$ cat src/srsc_pkg.sv
// constants, register map and carrier types for the s/pdif receiver status block
// assumes a 100 MHz pclk and a front end that delivers decoded sub-frames on pclk
package srsc_pkg;

   // ****************************************************************
   // register indices (byte address is four times the index)
   // ****************************************************************
   localparam logic [5:0] IDX_CTRL = 6'h00;
   localparam logic [5:0] IDX_FLAGS = 6'h01;
   localparam logic [5:0] IDX_INT_STAT = 6'h02;
   localparam logic [5:0] IDX_INT_MASK = 6'h03;
   localparam logic [5:0] IDX_RATE_ACC = 6'h10;
   localparam logic [5:0] IDX_WL_ORIG = 6'h11;

   // ****************************************************************
   // control register fields
   // ****************************************************************
   localparam int CTRL_WORD_LENGTH_MASK = 0;
   localparam int CTRL_GPO0_LSB = 1;
   localparam int CTRL_GPO1_LSB = 4;
   localparam int NUM_GPO = 2;
   localparam logic [7:0] CTRL_RESET = 8'h00;

   // ****************************************************************
   // flag layout, shared by flags, interrupt status and mask
   // ****************************************************************
   localparam int FL_UNLOCK = 0;
   localparam int FL_INVALID = 1;
   localparam int FL_LINK_ERR = 2;
   localparam int FL_PCM_ABSENT = 3;
   localparam int FL_ENCODED = 4;
   localparam int FL_NON_AUDIO = 5;
   localparam int FL_SILENCE = 6;
   localparam int FL_UPDATE = 7;
   localparam logic [7:0] EDGE_ANY_MASK = 8'h21;

   // ****************************************************************
   // channel status layout
   // ****************************************************************
   localparam logic [7:0] CS_LEN = 8'h28;
   localparam int CS_PCM_ABSENT = 1;
   localparam int CS_RATE_LSB = 24;
   localparam int CS_MAXLEN = 32;
   localparam int CS_WL_LSB = 33;
   localparam logic [39:0] CS_RESET = 40'h0131000000;
   localparam logic [7:0] LAST_FRAME = 8'hbf;

   // ****************************************************************
   // stream detectors
   // ****************************************************************
   localparam logic [10:0] SILENCE_FRAMES = 11'h400;
   localparam logic [12:0] ENC_HOLD_FRAMES = 13'h1000;
   localparam logic [15:0] SYNC_PA = 16'hf872;
   localparam logic [15:0] SYNC_PB = 16'h4e1f;
   localparam logic [4:0] FULL_WIDTH = 5'h18;

   // ****************************************************************
   // carriers
   // ****************************************************************
   typedef struct packed {
      logic strobe;
      logic chan_b;
      logic [23:0] audio;
      logic validity;
      logic cs_bit;
      logic block_start;
      logic preamble_err;
      logic parity_err;
      logic biphase_err;
   } srsc_subframe_s;

   typedef struct packed {
      logic strobe;
      logic chan_b;
      logic [23:0] sample;
   } srsc_audio_s;

endpackage

$ cat src/srsc_silence_detect.sv
// consecutive all-zero frame counter driving the silence flag
// assumes one frame_done pulse per frame, on the same clock
`timescale 1ns/1ps
module srsc_silence_detect (
   // clock and reset
   input wire logic pclk,
   input wire logic presetn,
   // frame results
   input wire logic frame_done,
   input wire logic frame_zero,
   // flag
   output logic silence_q
);

   logic [10:0] count_q;

   // saturate so a long silence never wraps back to zero
   always_ff @(posedge pclk or negedge presetn) begin
      if (!presetn) begin
         count_q <= 11'h000;
      end else if (frame_done) begin
         if (!frame_zero) begin
            count_q <= 11'h000;
         end else if (count_q != srsc_pkg::SILENCE_FRAMES) begin
            count_q <= count_q + 11'h001;
         end
      end
   end

   always_ff @(posedge pclk or negedge presetn) begin
      if (!presetn) begin
         silence_q <= 1'b0;
      end else if (frame_done) begin
         silence_q <= frame_zero && (count_q >= srsc_pkg::SILENCE_FRAMES - 11'h001);
      end
   end

   // ****************************************************************
   // assertions
   // ****************************************************************
   property p_silence_count;
      @(posedge pclk) disable iff (!presetn)
      $rose(silence_q) |-> $past(count_q) == 11'h3ff;
   endproperty
   a_silence_count: assert property (p_silence_count) else $error("silence rose early");

   property p_silence_restart;
      @(posedge pclk) disable iff (!presetn)
      frame_done && !frame_zero |=> !silence_q && count_q == 11'h000;
   endproperty
   a_silence_restart: assert property (p_silence_restart) else $error("silence not cleared");

   c_silence: cover property (@(posedge pclk) disable iff (!presetn) $rose(silence_q));

endmodule // srsc_silence_detect

$ cat src/srsc_status_capture.sv
// s/pdif receiver status capture: channel status registers, truncation, flags
// assumes decoded sub-frames on pclk and an asynchronous lock level from clock recovery
//
// Chosen here: the APB interface to the registers.
`timescale 1ns/1ps
module srsc_status_capture (
   // clock and reset
   input wire logic pclk,
   input wire logic presetn,
   // apb slave
   input wire logic psel,
   input wire logic penable,
   input wire logic pwrite,
   input wire logic [7:0] paddr,
   input wire logic [31:0] pwdata,
   output logic [31:0] prdata,
   output logic pready,
   output logic pslverr,
   // receiver front end
   input wire srsc_pkg::srsc_subframe_s rx_sf,
   input wire logic recovery_locked,
   // audio data interface
   output srsc_pkg::srsc_audio_s aud_out,
   // pins
   output logic [1:0] general_output_pin,
   output logic irq
);

   // ****************************************************************
   // declarations
   // ****************************************************************
   logic lock_meta_q, lock_sync_q;
   logic [7:0] ctrl_q, int_stat_q, int_mask_q, flags_prev_q, prdata_q;
   logic [7:0] flags;
   logic [39:0] cs_work_q, cs_stored_q;
   logic [7:0] frame_q;
   logic in_block_q;
   logic unlock_q, invalid_q, link_err_q, encoded_q, update_q;
   logic pa_hit_q, zero_a_q;
   logic [12:0] enc_idle_q;
   logic silence;
   logic sf_a, cs_last, cs_differs, cs_bit_mismatch, cs_read, wr_go;
   logic [5:0] idx;
   logic addr_hit;
   logic [7:0] rd_mux, int_ev;
   logic [4:0] word_len;
   logic [23:0] keep_mask;
   logic frame_done, frame_zero;
   logic word_length_mask, max_length_select, pcm_absent, non_audio;
   logic [2:0] word_length_code;
   logic [3:0] indicated_sample_rate, original_sample_rate;
   logic [1:0] clock_accuracy_level;

   // ****************************************************************
   // lock synchroniser and per-sub-frame flags
   // ****************************************************************
   always_ff @(posedge pclk or negedge presetn) begin
      if (!presetn) begin
         lock_meta_q <= 1'b0;
         lock_sync_q <= 1'b0;
      end else begin
         lock_meta_q <= recovery_locked;
         lock_sync_q <= lock_meta_q;
      end
   end

   always_ff @(posedge pclk or negedge presetn) begin
      if (!presetn) begin
         unlock_q <= 1'b1;
      end else begin
         unlock_q <= !lock_sync_q;
      end
   end

   always_ff @(posedge pclk or negedge presetn) begin
      if (!presetn) begin
         invalid_q <= 1'b0;
         link_err_q <= 1'b0;
      end else if (rx_sf.strobe) begin
         invalid_q <= rx_sf.validity;
         link_err_q <= rx_sf.preamble_err | rx_sf.parity_err | rx_sf.biphase_err;
      end
   end

   // ****************************************************************
   // channel status capture, first channel only
   // ****************************************************************
   localparam logic [7:0] LAST_FRAME_M1 = srsc_pkg::LAST_FRAME - 8'h01;

   assign sf_a = rx_sf.strobe && !rx_sf.chan_b;
   assign cs_last = sf_a && in_block_q && !rx_sf.block_start && frame_q == LAST_FRAME_M1;
   // bit 39 was taken at frame 39; the bit seen at frame 191 is outside the window
   assign cs_differs = cs_work_q != cs_stored_q;
   assign cs_bit_mismatch = sf_a && rx_sf.block_start ? rx_sf.cs_bit != cs_stored_q[0]
                          : sf_a && in_block_q && (frame_q + 8'h01) < srsc_pkg::CS_LEN
                            && rx_sf.cs_bit != cs_stored_q[6'(frame_q + 8'h01)];

   // frame_q holds the index of the last first-channel sub-frame taken
   always_ff @(posedge pclk or negedge presetn) begin
      if (!presetn) begin
         frame_q <= 8'h00;
         in_block_q <= 1'b0;
      end else if (!lock_sync_q) begin
         in_block_q <= 1'b0;
      end else if (sf_a) begin
         if (rx_sf.block_start) begin
            frame_q <= 8'h00;
            in_block_q <= 1'b1;
         end else if (in_block_q) begin
            frame_q <= frame_q + 8'h01;
            in_block_q <= frame_q != srsc_pkg::LAST_FRAME;
         end
      end
   end

   always_ff @(posedge pclk or negedge presetn) begin
      if (!presetn) begin
         cs_work_q <= 40'h0000000000;
      end else if (sf_a && rx_sf.block_start) begin
         cs_work_q[0] <= rx_sf.cs_bit;
      end else if (sf_a && in_block_q && (frame_q + 8'h01) < srsc_pkg::CS_LEN) begin
         cs_work_q[6'(frame_q + 8'h01)] <= rx_sf.cs_bit;
      end
   end

   // stored copy only moves at block end, so software never sees a half block
   always_ff @(posedge pclk or negedge presetn) begin
      if (!presetn) begin
         cs_stored_q <= srsc_pkg::CS_RESET;
      end else if (cs_last && cs_differs) begin
         cs_stored_q <= cs_work_q;
      end
   end

   // set wins over a read in the same cycle
   always_ff @(posedge pclk or negedge presetn) begin
      if (!presetn) begin
         update_q <= 1'b0;
      end else if (cs_last && cs_differs) begin
         update_q <= 1'b1;
      end else if (cs_read || cs_bit_mismatch) begin
         update_q <= 1'b0;
      end
   end

   assign indicated_sample_rate = cs_stored_q[27:24];
   assign clock_accuracy_level = cs_stored_q[29:28];
   assign max_length_select = cs_stored_q[srsc_pkg::CS_MAXLEN];
   assign word_length_code = cs_stored_q[35:33];
   assign original_sample_rate = cs_stored_q[39:36];
   assign pcm_absent = cs_stored_q[srsc_pkg::CS_PCM_ABSENT];

   // ****************************************************************
   // word length decode and truncation
   // ****************************************************************
   always_comb begin
      word_len = 5'h00;
      unique case (word_length_code)
         3'b001: word_len = 5'h14;
         3'b010: word_len = 5'h16;
         3'b100: word_len = 5'h17;
         3'b101: word_len = 5'h18;
         3'b110: word_len = 5'h15;
         default: word_len = 5'h00;
      endcase
      if (word_len != 5'h00 && !max_length_select) begin
         word_len = word_len - 5'h04;
      end
   end

   // an unindicated length keeps the full word rather than guessing
   always_comb begin
      keep_mask = 24'hffffff;
      if (word_len != 5'h00 && !word_length_mask) begin
         keep_mask = ~((24'h000001 << (srsc_pkg::FULL_WIDTH - word_len)) - 24'h000001);
      end
   end

   always_ff @(posedge pclk or negedge presetn) begin
      if (!presetn) begin
         aud_out <= '0;
      end else begin
         aud_out.strobe <= rx_sf.strobe;
         if (rx_sf.strobe) begin
            aud_out.chan_b <= rx_sf.chan_b;
            aud_out.sample <= rx_sf.audio & keep_mask;
         end
      end
   end

   // ****************************************************************
   // burst sync and silence detection
   // ****************************************************************
   assign frame_done = rx_sf.strobe && rx_sf.chan_b;
   assign frame_zero = zero_a_q && rx_sf.audio == 24'h000000;

   always_ff @(posedge pclk or negedge presetn) begin
      if (!presetn) begin
         pa_hit_q <= 1'b0;
         zero_a_q <= 1'b0;
      end else if (sf_a) begin
         pa_hit_q <= rx_sf.audio[23:8] == srsc_pkg::SYNC_PA;
         zero_a_q <= rx_sf.audio == 24'h000000;
      end
   end

   // the flag holds across the gaps between bursts, then times out
   always_ff @(posedge pclk or negedge presetn) begin
      if (!presetn) begin
         encoded_q <= 1'b0;
         enc_idle_q <= 13'h0000;
      end else if (frame_done) begin
         if (pa_hit_q && rx_sf.audio[23:8] == srsc_pkg::SYNC_PB) begin
            encoded_q <= 1'b1;
            enc_idle_q <= 13'h0000;
         end else if (enc_idle_q == srsc_pkg::ENC_HOLD_FRAMES) begin
            encoded_q <= 1'b0;
         end else begin
            enc_idle_q <= enc_idle_q + 13'h0001;
         end
      end
   end

   srsc_silence_detect u_silence (
      .pclk(pclk),
      .presetn(presetn),
      .frame_done(frame_done),
      .frame_zero(frame_zero),
      .silence_q(silence)
   );

   // ****************************************************************
   // flags, interrupt and output pins
   // ****************************************************************
   assign non_audio = encoded_q | pcm_absent;
   assign flags = {update_q, silence, non_audio, encoded_q, pcm_absent,
                   link_err_q, invalid_q, unlock_q};
   assign int_ev = (flags & ~flags_prev_q) | ((flags ^ flags_prev_q) & srsc_pkg::EDGE_ANY_MASK);

   always_ff @(posedge pclk or negedge presetn) begin
      if (!presetn) begin
         flags_prev_q <= 8'h01;
         int_stat_q <= 8'h00;
      end else begin
         flags_prev_q <= flags;
         if (wr_go && idx == srsc_pkg::IDX_INT_STAT) begin
            int_stat_q <= (int_stat_q & ~pwdata[7:0]) | int_ev;
         end else begin
            int_stat_q <= int_stat_q | int_ev;
         end
      end
   end

   assign irq = |(int_stat_q & int_mask_q);

   always_ff @(posedge pclk or negedge presetn) begin
      if (!presetn) begin
         general_output_pin <= 2'b00;
      end else begin
         general_output_pin[0] <= flags[ctrl_q[3:1]];
         general_output_pin[1] <= flags[ctrl_q[6:4]];
      end
   end

   // ****************************************************************
   // apb slave, zero wait, read data captured in the setup cycle
   // ****************************************************************
   assign idx = paddr[7:2];
   assign addr_hit = idx == srsc_pkg::IDX_CTRL || idx == srsc_pkg::IDX_FLAGS
                  || idx == srsc_pkg::IDX_INT_STAT || idx == srsc_pkg::IDX_INT_MASK
                  || idx == srsc_pkg::IDX_RATE_ACC || idx == srsc_pkg::IDX_WL_ORIG;
   assign pready = 1'b1;
   assign pslverr = psel && penable && !addr_hit;
   assign prdata = {24'h000000, prdata_q};
   assign wr_go = psel && penable && pwrite && addr_hit;
   assign cs_read = psel && penable && !pwrite
                 && (idx == srsc_pkg::IDX_RATE_ACC || idx == srsc_pkg::IDX_WL_ORIG);
   assign word_length_mask = ctrl_q[srsc_pkg::CTRL_WORD_LENGTH_MASK];

   always_comb begin
      rd_mux = 8'h00;
      unique case (idx)
         srsc_pkg::IDX_CTRL: rd_mux = ctrl_q;
         srsc_pkg::IDX_FLAGS: rd_mux = flags;
         srsc_pkg::IDX_INT_STAT: rd_mux = int_stat_q;
         srsc_pkg::IDX_INT_MASK: rd_mux = int_mask_q;
         srsc_pkg::IDX_RATE_ACC: rd_mux = {2'b00, clock_accuracy_level, indicated_sample_rate};
         srsc_pkg::IDX_WL_ORIG: rd_mux = {original_sample_rate, word_length_code,
                                          max_length_select};
         default: rd_mux = 8'h00;
      endcase
   end

   always_ff @(posedge pclk or negedge presetn) begin
      if (!presetn) begin
         prdata_q <= 8'h00;
      end else if (psel && !penable) begin
         prdata_q <= pwrite ? 8'h00 : rd_mux;
      end
   end

   always_ff @(posedge pclk or negedge presetn) begin
      if (!presetn) begin
         ctrl_q <= srsc_pkg::CTRL_RESET;
         int_mask_q <= 8'h00;
      end else if (wr_go) begin
         if (idx == srsc_pkg::IDX_CTRL) begin
            ctrl_q <= {1'b0, pwdata[6:0]};
         end
         if (idx == srsc_pkg::IDX_INT_MASK) begin
            int_mask_q <= pwdata[7:0];
         end
      end
   end

   // ****************************************************************
   // assertions
   // ****************************************************************
   property p_unlock;
      @(posedge pclk) disable iff (!presetn)
      unlock_q == !$past(lock_sync_q);
   endproperty
   a_unlock: assert property (p_unlock) else $error("unlock not raised");

   property p_invalid;
      @(posedge pclk) disable iff (!presetn)
      rx_sf.strobe |=> invalid_q == $past(rx_sf.validity);
   endproperty
   a_invalid: assert property (p_invalid) else $error("invalid flag wrong");

   property p_link_err;
      @(posedge pclk) disable iff (!presetn)
      rx_sf.strobe |=> link_err_q == ($past(rx_sf.preamble_err) || $past(rx_sf.parity_err)
                                      || $past(rx_sf.biphase_err));
   endproperty
   a_link_err: assert property (p_link_err) else $error("link error flag wrong");

   property p_trunc;
      @(posedge pclk) disable iff (!presetn)
      rx_sf.strobe && !word_length_mask && word_length_code == 3'b001 && max_length_select
      |=> aud_out.strobe && aud_out.sample[3:0] == 4'h0
          && aud_out.sample[23:4] == $past(rx_sf.audio[23:4]);
   endproperty
   a_trunc: assert property (p_trunc) else $error("truncation to 20 bits wrong");

   property p_bypass;
      @(posedge pclk) disable iff (!presetn)
      rx_sf.strobe && word_length_mask |=> aud_out.sample == $past(rx_sf.audio);
   endproperty
   a_bypass: assert property (p_bypass) else $error("mask did not bypass");

   property p_update_set;
      @(posedge pclk) disable iff (!presetn)
      $rose(update_q) |-> $past(cs_last) && cs_stored_q[29:24] != $past(cs_stored_q[29:24])
                          || $past(cs_last) && cs_stored_q != $past(cs_stored_q);
   endproperty
   a_update_set: assert property (p_update_set) else $error("update without block end");

   property p_update_clear;
      @(posedge pclk) disable iff (!presetn)
      cs_read && !(cs_last && cs_differs) |=> !update_q;
   endproperty
   a_update_clear: assert property (p_update_clear) else $error("read did not clear");

   property p_non_audio;
      @(posedge pclk) disable iff (!presetn)
      $rose(encoded_q) |-> flags[srsc_pkg::FL_NON_AUDIO] ##1 int_stat_q[srsc_pkg::FL_NON_AUDIO];
   endproperty
   a_non_audio: assert property (p_non_audio) else $error("non-audio not raised");

   property p_pcm_absent;
      @(posedge pclk) disable iff (!presetn)
      cs_last && cs_differs |=> flags[srsc_pkg::FL_PCM_ABSENT] == $past(cs_work_q[1]);
   endproperty
   a_pcm_absent: assert property (p_pcm_absent) else $error("pcm absent wrong");

   c_update: cover property (@(posedge pclk) disable iff (!presetn) $rose(update_q));
   c_encoded: cover property (@(posedge pclk) disable iff (!presetn) $rose(encoded_q));
   c_irq: cover property (@(posedge pclk) disable iff (!presetn) $rose(irq));

endmodule // srsc_status_capture

$ cat config.mk
export PLATFORM = sky130hd
export DESIGN_NAME = srsc_status_capture
export DESIGN_NICKNAME = d
export VERILOG_FILES = /design/src/srsc_pkg.sv /design/src/srsc_silence_detect.sv /design/src/srsc_status_capture.sv
export SDC_FILE = /design/constraint.sdc
export NUM_CORES = 1
export LEC_CHECK = 0
export ABC_AREA = 1
export BUFFER_PORTS_ARGS = -buffer_cell sky130_fd_sc_hd__buf_4
export CELL_PAD_IN_SITES_DETAIL_PLACEMENT = 1
export CELL_PAD_IN_SITES_GLOBAL_PLACEMENT = 1
export CORE_ASPECT_RATIO = 0.9
export CORE_UTILIZATION = 43
export DETAILED_ROUTE_END_ITERATION = 8
export GPL_TIMING_DRIVEN = 0
export PLACE_DENSITY_LB_ADDON = 0.1
export SLEW_MARGIN = 5
export SYNTH_ARGS = -nofsm -noshare
export SYNTH_HDL_FRONTEND = slang
export SYNTH_HIERARCHICAL = 1
export SYNTH_SLANG_ARGS = --single-unit
$ cat constraint.sdc
create_clock -name pclk -period 4.1 [get_ports pclk]
set_input_delay 0.205 -clock pclk [delete_from_list [all_inputs] [get_ports pclk]]
set_output_delay 0.205 -clock pclk [all_outputs]
set_load 0.05 [all_outputs]
==> results of run 1 <==
logic make-up (layout without fill, tap and decap cells):
logic type,after synthesis,in the layout,share of synthesized area
and+or+nand+nor,697,697,0.276
AOI/OAI and AO/OA,279,279,0.147
buffers and inverters,268,398,0.104
DFF,190,190,0.428
xor gates and xnor gates,30,30,0.0236
adders and majority gates,11,11,0.0124
muxes,8,8,0.00809
other,2,25,0.000675
power by group through the flow:
stage	Sequential [mW]	Clock (mW)	Combinational, mW
floorplan	2.17	0	0.434
global placement	2.10	0	0.794
detailed placement	2.10	0	0.819
CTS	2.07	1.65	0.830
global route	2.08	1.71	0.919
finish	2.07	1.61	0.830
state kept, by name, indices dropped and copies added, names as in the netlist, 2 cells and up:
register and cells:
cs_work_q 40, frame_q 8, cs_stored_q 40, int_mask_q 8
general_output_pin 2, prdata_q 8, enc_idle_q 13, aud_out 26
int_stat_q 8, u_silence/count_q 11, ctrl_q 7, flags_prev_q 8
cells in the mapped netlist (all sizes together):
master | number | share of area
nand2 | 371 | 0.13
inv | 206 | 0.069
dfrtp | 184 | 0.41
nor2 | 131 | 0.049
o21ai | 122 | 0.057
nand3 | 115 | 0.055
a21oi | 66 | 0.030
buf | 40 | 0.027
nand4 | 34 | 0.020
nor3 | 23 | 0.010
a31oi | 22 | 0.012
clkbuf | 22 | 0.0074
o211ai | 21 | 0.016
o22ai | 18 | 0.010
xnor2 | 15 | 0.012
xor2 | 15 | 0.012
ha | 11 | 0.012
a22oi | 10 | 0.0067
nor4 | 9 | 0.0051
mux2 | 8 | 0.0081
dfstp | 6 | 0.014
or2 | 6 | 0.0034
a221oi | 5 | 0.0039
o221ai | 4 | 0.0031
nand3b | 3 | 0.0020
nor3b | 3 | 0.0020
a211oi | 2 | 0.0013
a21boi | 2 | 0.0013
conb | 2 | 0.00067
o21bai | 2 | 0.0013
o31ai | 2 | 0.0013
a2111oi | 1 | 0.00079
a32o | 1 | 0.00090
and2 | 1 | 0.00079
o2111ai | 1 | 0.00079
or3 | 1 | 0.00056
stage by stage:
step / setup TNS, ns / hold slack (ns) / cells / util
finish: 0 / 0.0278 / 1980 / 0.514
global route: -0.0185 / 0.0228 / 1980 / 0.514
CTS: 0 / 0.00889 / 1980 / 0.514
detailed placement: 0 / 0.296 / 1940 / 0.489
global placement: 0 / 0.316 / 1939 / 0.488
floorplan: 0 / -0.0906 / 1508 / -
layer usage:
layer | up-vias | part of all wire | global-route usage
met5 | - | 0 | 0
met4 | 0 | 0.011 | 0.0587
met3 | 26 | 0.037 | 0.0358
met2 | 208 | 0.47 | 0.441
met1 | 5275 | 0.49 | 0.402
li1 | 5121 | - | -
worst reg2reg max path, stage by stage (launching register included):
cell	delay [ns]
dfrtp_1	0.49
inv_2	0.13
nand2_1	0.13
nand2_1	0.08
nor2_2	0.20
ha_1	0.25
nand3_4	0.12
nand2_2	0.14
nand2_1	0.08
nand2_2	0.10
inv_1	0.05
ha_1	0.31
nor2_1	0.52
inv_1	0.17
nor2_1	0.28
nand2_1	0.14
nand2_1	0.09
nor2_1	0.07
nand4_1	0.11
nand3_1	0.13
nand2_1	0.09
nand2_1	0.04
layout make-up:
type	instances	area [um2]
Buffer	62	385
Clock buffer	21	470
Clock inverter	11	82.6
Fill cell	3239	12300
Inverter	206	773
Multi-Input combinational cell	1050	5300
Sequential cell	190	4760
Tap cell	342	428
Timing Repair Buffer	98	783
worst max path at each step:
| stage | cells after the start | slack (ns) | endpoint | startpoint |
|---|---|---|---|---|
| after global placement | 19 | 0.39 | aud_out[6] | cs_stored_q[33] |
| final | 21 | 0.26 | aud_out[22] | cs_stored_q[33] |
| after floorplan | 20 | 1.10 | aud_out[7] | cs_stored_q[35] |
| after detailed placement | 19 | 0.32 | aud_out[6] | cs_stored_q[33] |
| after CTS | 19 | 0.28 | aud_out[6] | cs_stored_q[33] |
| after global routing | 21 | -0.02 | aud_out[22] | cs_stored_q[33] |
timing repair:
item	4_1_cts	5_1_grt
endpoints found under the hold margin	99	0
buffers inserted	0	0
setup endpoints to repair	0	2
resized for setup	0	2
hold buffers	8	0
==> out/metrics.yaml, run 1 <==
fin_crit_ns: 3.84
clock-skew-final_ns: 0.0104
dpl_worst_slack_ns: 0.321
drt-vias-per-instance: 5.37
hold_depth: 3
cts_tree: "yes"
die_h_um: 155
grt_antenna_before_repair: 0
drt_wl_total_um: 35100
rsz0062_at_grt: "yes"
timing.final.ws_setup_ns: 0.263
maxSlewHeadroom: 0.446
hpwl_um: 26200
cts_sinks: 190
ys_types: 52
cts-htree-levels: 4
power_frac_comb: 0.184
placed_area_um2: 12300
syn_area_per_cell_um2: 7.50
area_growth_pct: 16.7
num_io_pins: 141
whs_endpoint: "aud_out[5]"
finalHoldViolCount: 0
firstDrtPassIters: 5
via_count: 10600
r2r-end: "aud_out[22]"
fin_area_um2: 13000
clk_path_buf_depth: 2
cp.required_ns: 4.44
cp_cell_sequence: "inv_2 -> nand2_1 -> nand2_1 -> nor2_2 -> ha_1 -> nand3_4 -> nand2_2 -> nand2_1 -> nand2_2 -> inv_1 -> ha_1 -> nor2_1 -> inv_1 -> nor2_1 -> nand2_1 -> nand2_1 -> nor2_1 -> nand4_1 -> nand3_1 -> nand2_1 -> nand2_1"
swShare: 0.324
path_max_fanout: 6
root_buffer: "clkbuf_16"
p_int_mw: 3.05
antenna_left: 0
rows: 55
wl_per_cell_um: 17.7
grt_max_degree: 97
status: "completed"
critPathCaptureType: "flip-flop"
mostFrequentLayoutCell: "nand2_1"
crit_top_cell: "nand2_1"
cp_slowest_cell: "nor2_1"
slowest_delay_ns: 0.52
r2r_slack_ns: 0.26
clk_pin_slew_worst_paths_ns: 0.08
hold_class: "in -> reg"
p_clk_frac: 0.358
first_iter_violations: 833
cts_made_buffers: 17
synth-seq-area-share: 0.428
gp_congestion: 0.919
p_leak_nw: 6.43
ff2ff_path_depth: 21
power.total_mw: 4.51
cap_violations: 0
min_from: "rx_sf[11]"
port-buffer-count: 89
power_density_nw_per_um2: 347
grt_pass1_vias: 10700
final_max_slew_viol_count: 0
critPathKind: "reg -> reg"
p_seq_frac: 0.458
switching_power_mw: 1.46
crit_buf_inv: 3
synth_cells: 1485
overflow: 0
path_delay_family: "simple AND/OR/NAND/NOR gates"
cp-start-kind: "flip-flop"
start_util: 0.441
fmax_ghz: 0.261
netlist_area_um2: 11100
drc_errors: 0
coreArea_um2: 25300
r2r-start: "cs_stored_q[33]"
max_slew.worst_pin.slew_ns: 0.810
num_antenna_cells: 0
worstPathArrival_ns: 4.18
fp.dieW_um: 172
final_nets: 1714
synth_seq_cells: 190
layout_common_cells: "nand2_1 (360), inv_1 (199), dfrtp_1 (184), nor2_1 (117), buf_4 (113)"
finalCritPeriodShare: 0.936
dieArea_um2: 26500
peakVddDrop_mv: 0.298
yosys_warnings: 6
grt.total_usage: 0.277
clk_latency_ns: 0.44
grt_first_pass_wirelength_um: 57200
setup_viol: 0
drive_above_1_share: 0.139
No activity file was read; power rests on OpenSTA's default activity.
==> run 2: changes to the inputs <==
- SYNTH_HIERARCHICAL: 1 -> default
==> out/metrics.yaml, run 2 <==
synth.top_cell.area_share: 0.414  # about the same
maxSlewHeadroom: 0.256  # -0.190
antenna_left: 0  # unchanged
synth-seq-area-share: 0.428  # about the same
yosysMostFrequentCell: "nand2_1"
wl_met2_um: 16700  # +2.1%
finalCritPeriodShare: 0.934  # -0.00180
netlist_area_um2: 11100  # about the same
slowest_delay_ns: 0.60  # +0.08 ns
grt_pass1_vias: 10700  # -0.47%
cts_tree: "yes"
critPathCaptureType: "flip-flop"
fmax_ghz: 0.261  # +0.19%
fin_crit_ns: 3.83  # -0.00737 ns
synth_cells: 1437  # -3.2%
drc_errors: 0  # unchanged
clk_pin_slew_worst_paths_ns: 0.08  # about the same
p_leak_nw: 6.38  # -0.74%
port-buffer-count: 89  # unchanged
synth_largest_area_cell: "dfrtp_1"
num_io_pins: 141  # unchanged
max_slew.worst_pin.slew_ns: 1.10  # +0.294 ns
dieArea_um2: 26500  # about the same
area_growth_pct: 17.3
overflow: 0  # unchanged
cts-htree-levels: 4  # unchanged
wl_met3_um: 1700  # +32%
fp.dieW_um: 172  # about the same
cp.required_ns: 4.45  # about the same
clock-skew-final_ns: 0.0151  # +0.00467 ns
synth_area_leaders: "dfrtp_1 (41%), nand2_1 (11%), inv_1 (6.3%)"
cts_sinks: 190  # unchanged
p_seq_frac: 0.455  # -0.003
drive_above_1_share: 0.150  # +0.0113
coreArea_um2: 25300  # unchanged
path_max_fanout: 10  # +4
worstPathArrival_ns: 4.18  # about the same
cap_violations: 0  # unchanged
grt_antenna_before_repair: 0  # unchanged
status: "completed"
grt_first_pass_wirelength_um: 57800  # +1.0%
dr.max_layer_used: "met4"
wl_met1_um: 17200  # +0.82%
synth_seq_cells: 190  # unchanged
hpwl_um: 26700  # +1.7%
fin_util: 0.517  # +0.00302
synth-edff-count: 0  # unchanged
finalHoldViolCount: 0  # unchanged
layout_common_cells: "nand2_1 (325), inv_1 (188), dfrtp_1 (184), buf_4 (119), o21ai_0 (111)"
mostFrequentLayoutCell: "nand2_1"
ys_types: 60  # +15%
via_count: 10500  # -1.6%
syn_area_per_cell_um2: 7.75  # +3.4%
grt_max_degree: 103  # +6.2%
reg_top3: "cs_stored_q x40, cs_work_q x40, aud_out x26"
start_util: 0.441  # about the same
grt.total_usage: 0.282  # +0.00414
crit_buf_inv: 4  # +1
first_iter_violations: 798  # -4.2%
num_antenna_cells: 0  # unchanged
async_flop_share: 1.00  # unchanged
cp-start-kind: "flip-flop"
cp_slowest_cell: "nor2_1"
yosys_most_used_dff: "dfrtp_1"
gp_congestion: 0.902  # -1.8%
p_int_mw: 3.00  # -1.8%
die_h_um: 155  # about the same
hold_class: "in -> reg"
cp_cell_sequence: "buf_4 -> inv_1 -> nand2_2 -> nor2_1 -> nor2_2 -> ha_1 -> nand3_4 -> nand3_1 -> nand2_4 -> inv_1 -> ha_1 -> nor2_1 -> o2111ai_2 -> nand2_1 -> nor2_4 -> buf_6 -> nand4_1 -> nand3_1 -> nand2_1 -> nand2_1"
clk_path_buf_depth: 2  # unchanged
crit_top_cell: "nand2_1"
synthTopCellsByCount: "nand2_1 (325), inv_1 (188), dfrtp_1 (184)"
critPathKind: "reg -> reg"
power_frac_comb: 0.176  # -0.008
wl_per_cell_um: 18.7  # +5.4%
drt_wl_total_um: 36200  # +3.1%
path_delay_family: "simple AND/OR/NAND/NOR gates"
peakVddDrop_mv: 0.343  # +15%
p_clk_frac: 0.368  # +0.010
setup_viol: 0  # unchanged
clk_latency_ns: 0.45  # about the same
firstDrtPassIters: 5  # unchanged
switching_power_mw: 1.53  # +4.6%
yosys_warnings: 0  # -6
cts_made_buffers: 17  # unchanged
root_buffer: "clkbuf_16"
swShare: 0.338  # +0.0141
setup_tns_ns: 0  # unchanged
drt-vias-per-instance: 5.40  # +0.63%
final_max_slew_viol_count: 0  # unchanged
final_nets: 1671  # -2.5%
power_density_nw_per_um2: 346  # -0.31%
rows: 55  # unchanged
-- run 2: changes by cell type in the layout (fill, tap and decap cells not counted), sizes merged, moves of 9 or more --
cell,previous run,this run
nor3,23,32
xor2,15,36
nand2,371,341
nor2,131,116
nand3,115,97
xnor2,15,6
-- run 2: metal layers --
metal,GRT usage,up-vias
met5,0,-
met4,0.0744,0
li1,-,5007
met2,0.441,241
met1,0.400,5169
met3,0.0489,48
-- run 2: logic make-up after synthesis --
group,after synthesis,synth area share
AOI/OAI and AO/OA,277,0.149
and+or+nand+nor,645,0.268
buffers and inverters,262,0.102
xor gates and xnor gates,42,0.0330
other,2,0.000674
adders and majority gates,11,0.0124
DFF,190,0.428
muxes,8,0.00719
-- run 2: path summary, 6_finish.rpt --
kind,start,to,slack [ns],depth (start not counted)
worst max-delay path,cs_stored_q[34],aud_out[23],0.27,20
worst min-delay path,rx_sf[10],aud_out[4],0.009,3
worst max register to register,cs_stored_q[34],aud_out[23],0.27,20
worst min register to register,lock_meta_q,lock_sync_q,0.36,0
max in group asynchronous,presetn,u_silence.count_q[7],2.74,3
min in group asynchronous,presetn,prdata_q[1],0.42,2
-- run 2: repair_timing --
item                                    4_1_cts  5_1_grt
resized for setup                             3        4
buffers inserted                              0        4
endpoints found under the setup margin       15       22
hold buffers                                  9        0
hold endpoints to repair                    105        0
pin swaps                                     0        3
-- run 2: tightest hold or removal path, cell delays in order --
cell,delay (ns)
buf_4,0.09
nand3_1,0.07
nand2_1,0.06
-- run 2: layout make-up --
type / count / area [um2]
clock buffer: 17 / 425
inverter: 198 / 743
buffer: 64 / 392
multi-input combinational: 1008 / 5350
clock inverter: 15 / 144
sequential: 190 / 4760
tap: 342 / 428
fill: 3175 / 12200
timing repair buffer: 103 / 823
-- run 2: through the flow --
step | cells | power [mW] | cell area, um2 | hold WS (ns) | setup WS, ns
after floorplan | 1460 | 2.56 | 11200 | -0.0906 | 0.713
after global placement | 1891 | 2.85 | 12300 | 0.316 | -0.0284
after detailed placement | 1892 | 2.87 | 12400 | 0.316 | -0.165
after CTS | 1933 | 4.54 | 13000 | 0.00160 | 0.0338
after global routing | 1937 | 4.70 | 13100 | 0.00534 | -0.0131
final | 1937 | 4.53 | 13100 | 0.00876 | 0.270
-- run 2: power by group through the flow --
| stage | sequential (mW) | combinational (mW) | clock, mW |
|---|---|---|---|
| floorplan | 2.16 | 0.401 | 0 |
| global placement | 2.09 | 0.766 | 0 |
| detailed placement | 2.09 | 0.780 | 0 |
| CTS | 2.06 | 0.794 | 1.69 |
| global route | 2.07 | 0.869 | 1.76 |
| finish | 2.06 | 0.799 | 1.67 |
==> run 3: changes to the inputs <==
- HOLD_SLACK_MARGIN: default -> 0.1
==> out/metrics.yaml, run 3 (same netlist as run 2, synthesis figures left out) <==
status: "completed"
r2r-end: "aud_out[12]"
first_iter_violations: 826  # +3.5%
hold_depth: 3  # unchanged
cts_sinks: 190  # unchanged
path_max_fanout: 6  # -4
grt_max_degree: 103  # unchanged
clk_pin_slew_worst_paths_ns: 0.08  # about the same
ff2ff_path_depth: 24  # +20%
finalCritPeriodShare: 0.931  # -0.00303
p_leak_nw: 6.49  # +1.7%
drt-vias-per-instance: 5.44  # +0.68%
final_max_slew_viol_count: 0  # unchanged
grt_antenna_before_repair: 0  # unchanged
grt.total_usage: 0.290  # +0.00808
drc_errors: 0  # unchanged
layout_common_cells: "nand2_1 (325), inv_1 (188), dfrtp_1 (184), buf_4 (119), o21ai_0 (111)"
die_h_um: 155  # unchanged
dieArea_um2: 26500  # unchanged
critPathCaptureType: "flip-flop"
finalHoldViolCount: 0  # unchanged
whs_endpoint: "ctrl_q[0]"
root_buffer: "clkbuf_16"
drive_above_1_share: 0.148  # -0.00241
hpwl_um: 26700  # unchanged
grt_pass1_vias: 11000  # +3.1%
cap_violations: 0  # unchanged
num_antenna_cells: 0  # unchanged
final_nets: 1697  # +1.6%
min_from: "pwdata[0]"
clk_path_buf_depth: 2  # unchanged
fin_crit_ns: 3.82  # -0.0124 ns
max_slew.worst_pin.slew_ns: 1.11  # +0.00194 ns
antenna_left: 0  # unchanged
port-buffer-count: 89  # unchanged
hold_class: "in -> reg"
fmax_ghz: 0.262  # +0.32%
fillers: 3153  # -0.69%
maxSlewHeadroom: 0.255  # -0.00131
gp_congestion: 0.902  # unchanged
mostFrequentLayoutCell: "nand2_1"
fp.dieW_um: 172  # unchanged
clk_latency_ns: 0.45  # about the same
dpl_worst_slack_ns: -0.165  # unchanged
wl_per_cell_um: 19.0  # +1.6%
r2r_slack_ns: 0.28  # about the same
cts_tree: "yes"
cp-start-kind: "flip-flop"
grt_first_pass_wirelength_um: 59300  # +2.7%
placed_area_um2: 12400  # unchanged
power_density_nw_per_um2: 342  # -1.2%
peakVddDrop_mv: 0.341  # -0.40%
start_util: 0.441  # unchanged
cp.required_ns: 4.44  # about the same
area_growth_pct: 19.7
via_count: 10700  # +2.0%
overflow: 0  # unchanged
num_io_pins: 141  # unchanged
rows: 55  # unchanged
firstDrtPassIters: 5  # unchanged
clock-skew-final_ns: 0.0144  # -0.000685 ns
r2r-start: "cs_stored_q[34]"
cts-htree-levels: 4  # unchanged
drt_wl_total_um: 37200  # +3.0%
cts_made_buffers: 17  # unchanged
worstPathArrival_ns: 4.16  # -0.02 ns
timing.final.ws_setup_ns: 0.283  # +0.0124 ns
setup_viol: 0  # unchanged
critPathKind: "reg -> reg"
reg_top3: "cs_stored_q x40, cs_work_q x40, aud_out x26"
coreArea_um2: 25300  # unchanged
fin_area_um2: 13300  # +2.0%
-- run 3: cell types whose count changed in the layout (fill, tap and decap cells not counted), sizes merged --
cell,change
dlygate4sd3,+26
-- run 3: report_power, final --
part | switching, mW | internal, mW
clock | 0.867 | 0.812
sequential | 0.0873 | 1.97
combinational | 0.594 | 0.229
total | 1.55 | 3.01
-- run 3: how the worst max path moves through the flow --
stage / startpoint / endpoint / cells after the start
floorplan: cs_stored_q[34] / aud_out[18] / 26
global placement: cs_stored_q[34] / aud_out[15] / 22
detailed placement: cs_stored_q[34] / aud_out[23] / 22
CTS: cs_stored_q[34] / aud_out[23] / 22
global route: cs_stored_q[34] / aud_out[12] / 24
finish: cs_stored_q[34] / aud_out[12] / 24
-- run 3: final cells by class --
class / instances / area, um2 / area share
Tap cell: 342 / 428 / 0.0321
Buffer: 64 / 392 / 0.0294
Inverter: 198 / 743 / 0.0558
Timing Repair Buffer: 129 / 1080 / 0.0813
Clock inverter: 15 / 144 / 0.0108
Multi-Input combinational cell: 1008 / 5350 / 0.401
Sequential cell: 190 / 4760 / 0.357
Clock buffer: 17 / 425 / 0.0319
-- run 3: repair_timing --
| action | in CTS | in global routing |
|---|---|---|
| endpoints found under the setup margin | 15 | 22 |
| cloned | 0 | 0 |
| hold buffers | 35 | 0 |
| buffers inserted | 0 | 4 |
| gates resized for setup | 3 | 4 |
| endpoints found under the hold margin | 136 | 0 |
| pin swaps | 0 | 3 |
-- run 3: metal layers --
layer / vias to the layer above / part of all wire / GRT usage / wire length (um)
met5: - / 0 / 0 / 0
met4: 0 / 0.020 / 0.0867 / 732
met3: 56 / 0.048 / 0.0522 / 1780
met2: 271 / 0.47 / 0.459 / 17400
met1: 5293 / 0.47 / 0.401 / 17400
li1: 5058 / - / - / -
-- run 3: per-stage QoR --
stage,utilization,hold slack (ns),cells,power [mW],TNS (ns)
5_1_grt,0.528,0.136,1963,4.73,-0.00923
6_report,0.528,0.104,1963,4.56,0
3_5_place_dp,0.489,0.316,1892,2.87,-1.03
4_1_cts,0.526,0.101,1959,4.56,0
3_3_place_gp,0.488,0.316,1891,2.85,-0.0463
2_1_floorplan,-,-0.0906,1460,2.56,0
-- run 3: worst max-delay path, stage by stage, from the launching register on --
cell,delay (ns)
dfrtp_1,0.37
buf_4,0.16
inv_1,0.18
nand2_2,0.16
nor2_1,0.14
nor2_2,0.07
ha_1,0.24
nand3_4,0.12
nand3_1,0.12
nand2_4,0.13
inv_1,0.05
ha_1,0.32
inv_1,0.21
nor2_4,0.06
inv_1,0.07
nor2_2,0.06
nand2_4,0.09
ha_1,0.26
nand2_1,0.08
nor2_1,0.13
nand2_1,0.15
o21bai_1,0.16
nand3_1,0.14
nand3_1,0.13
nand2_1,0.08
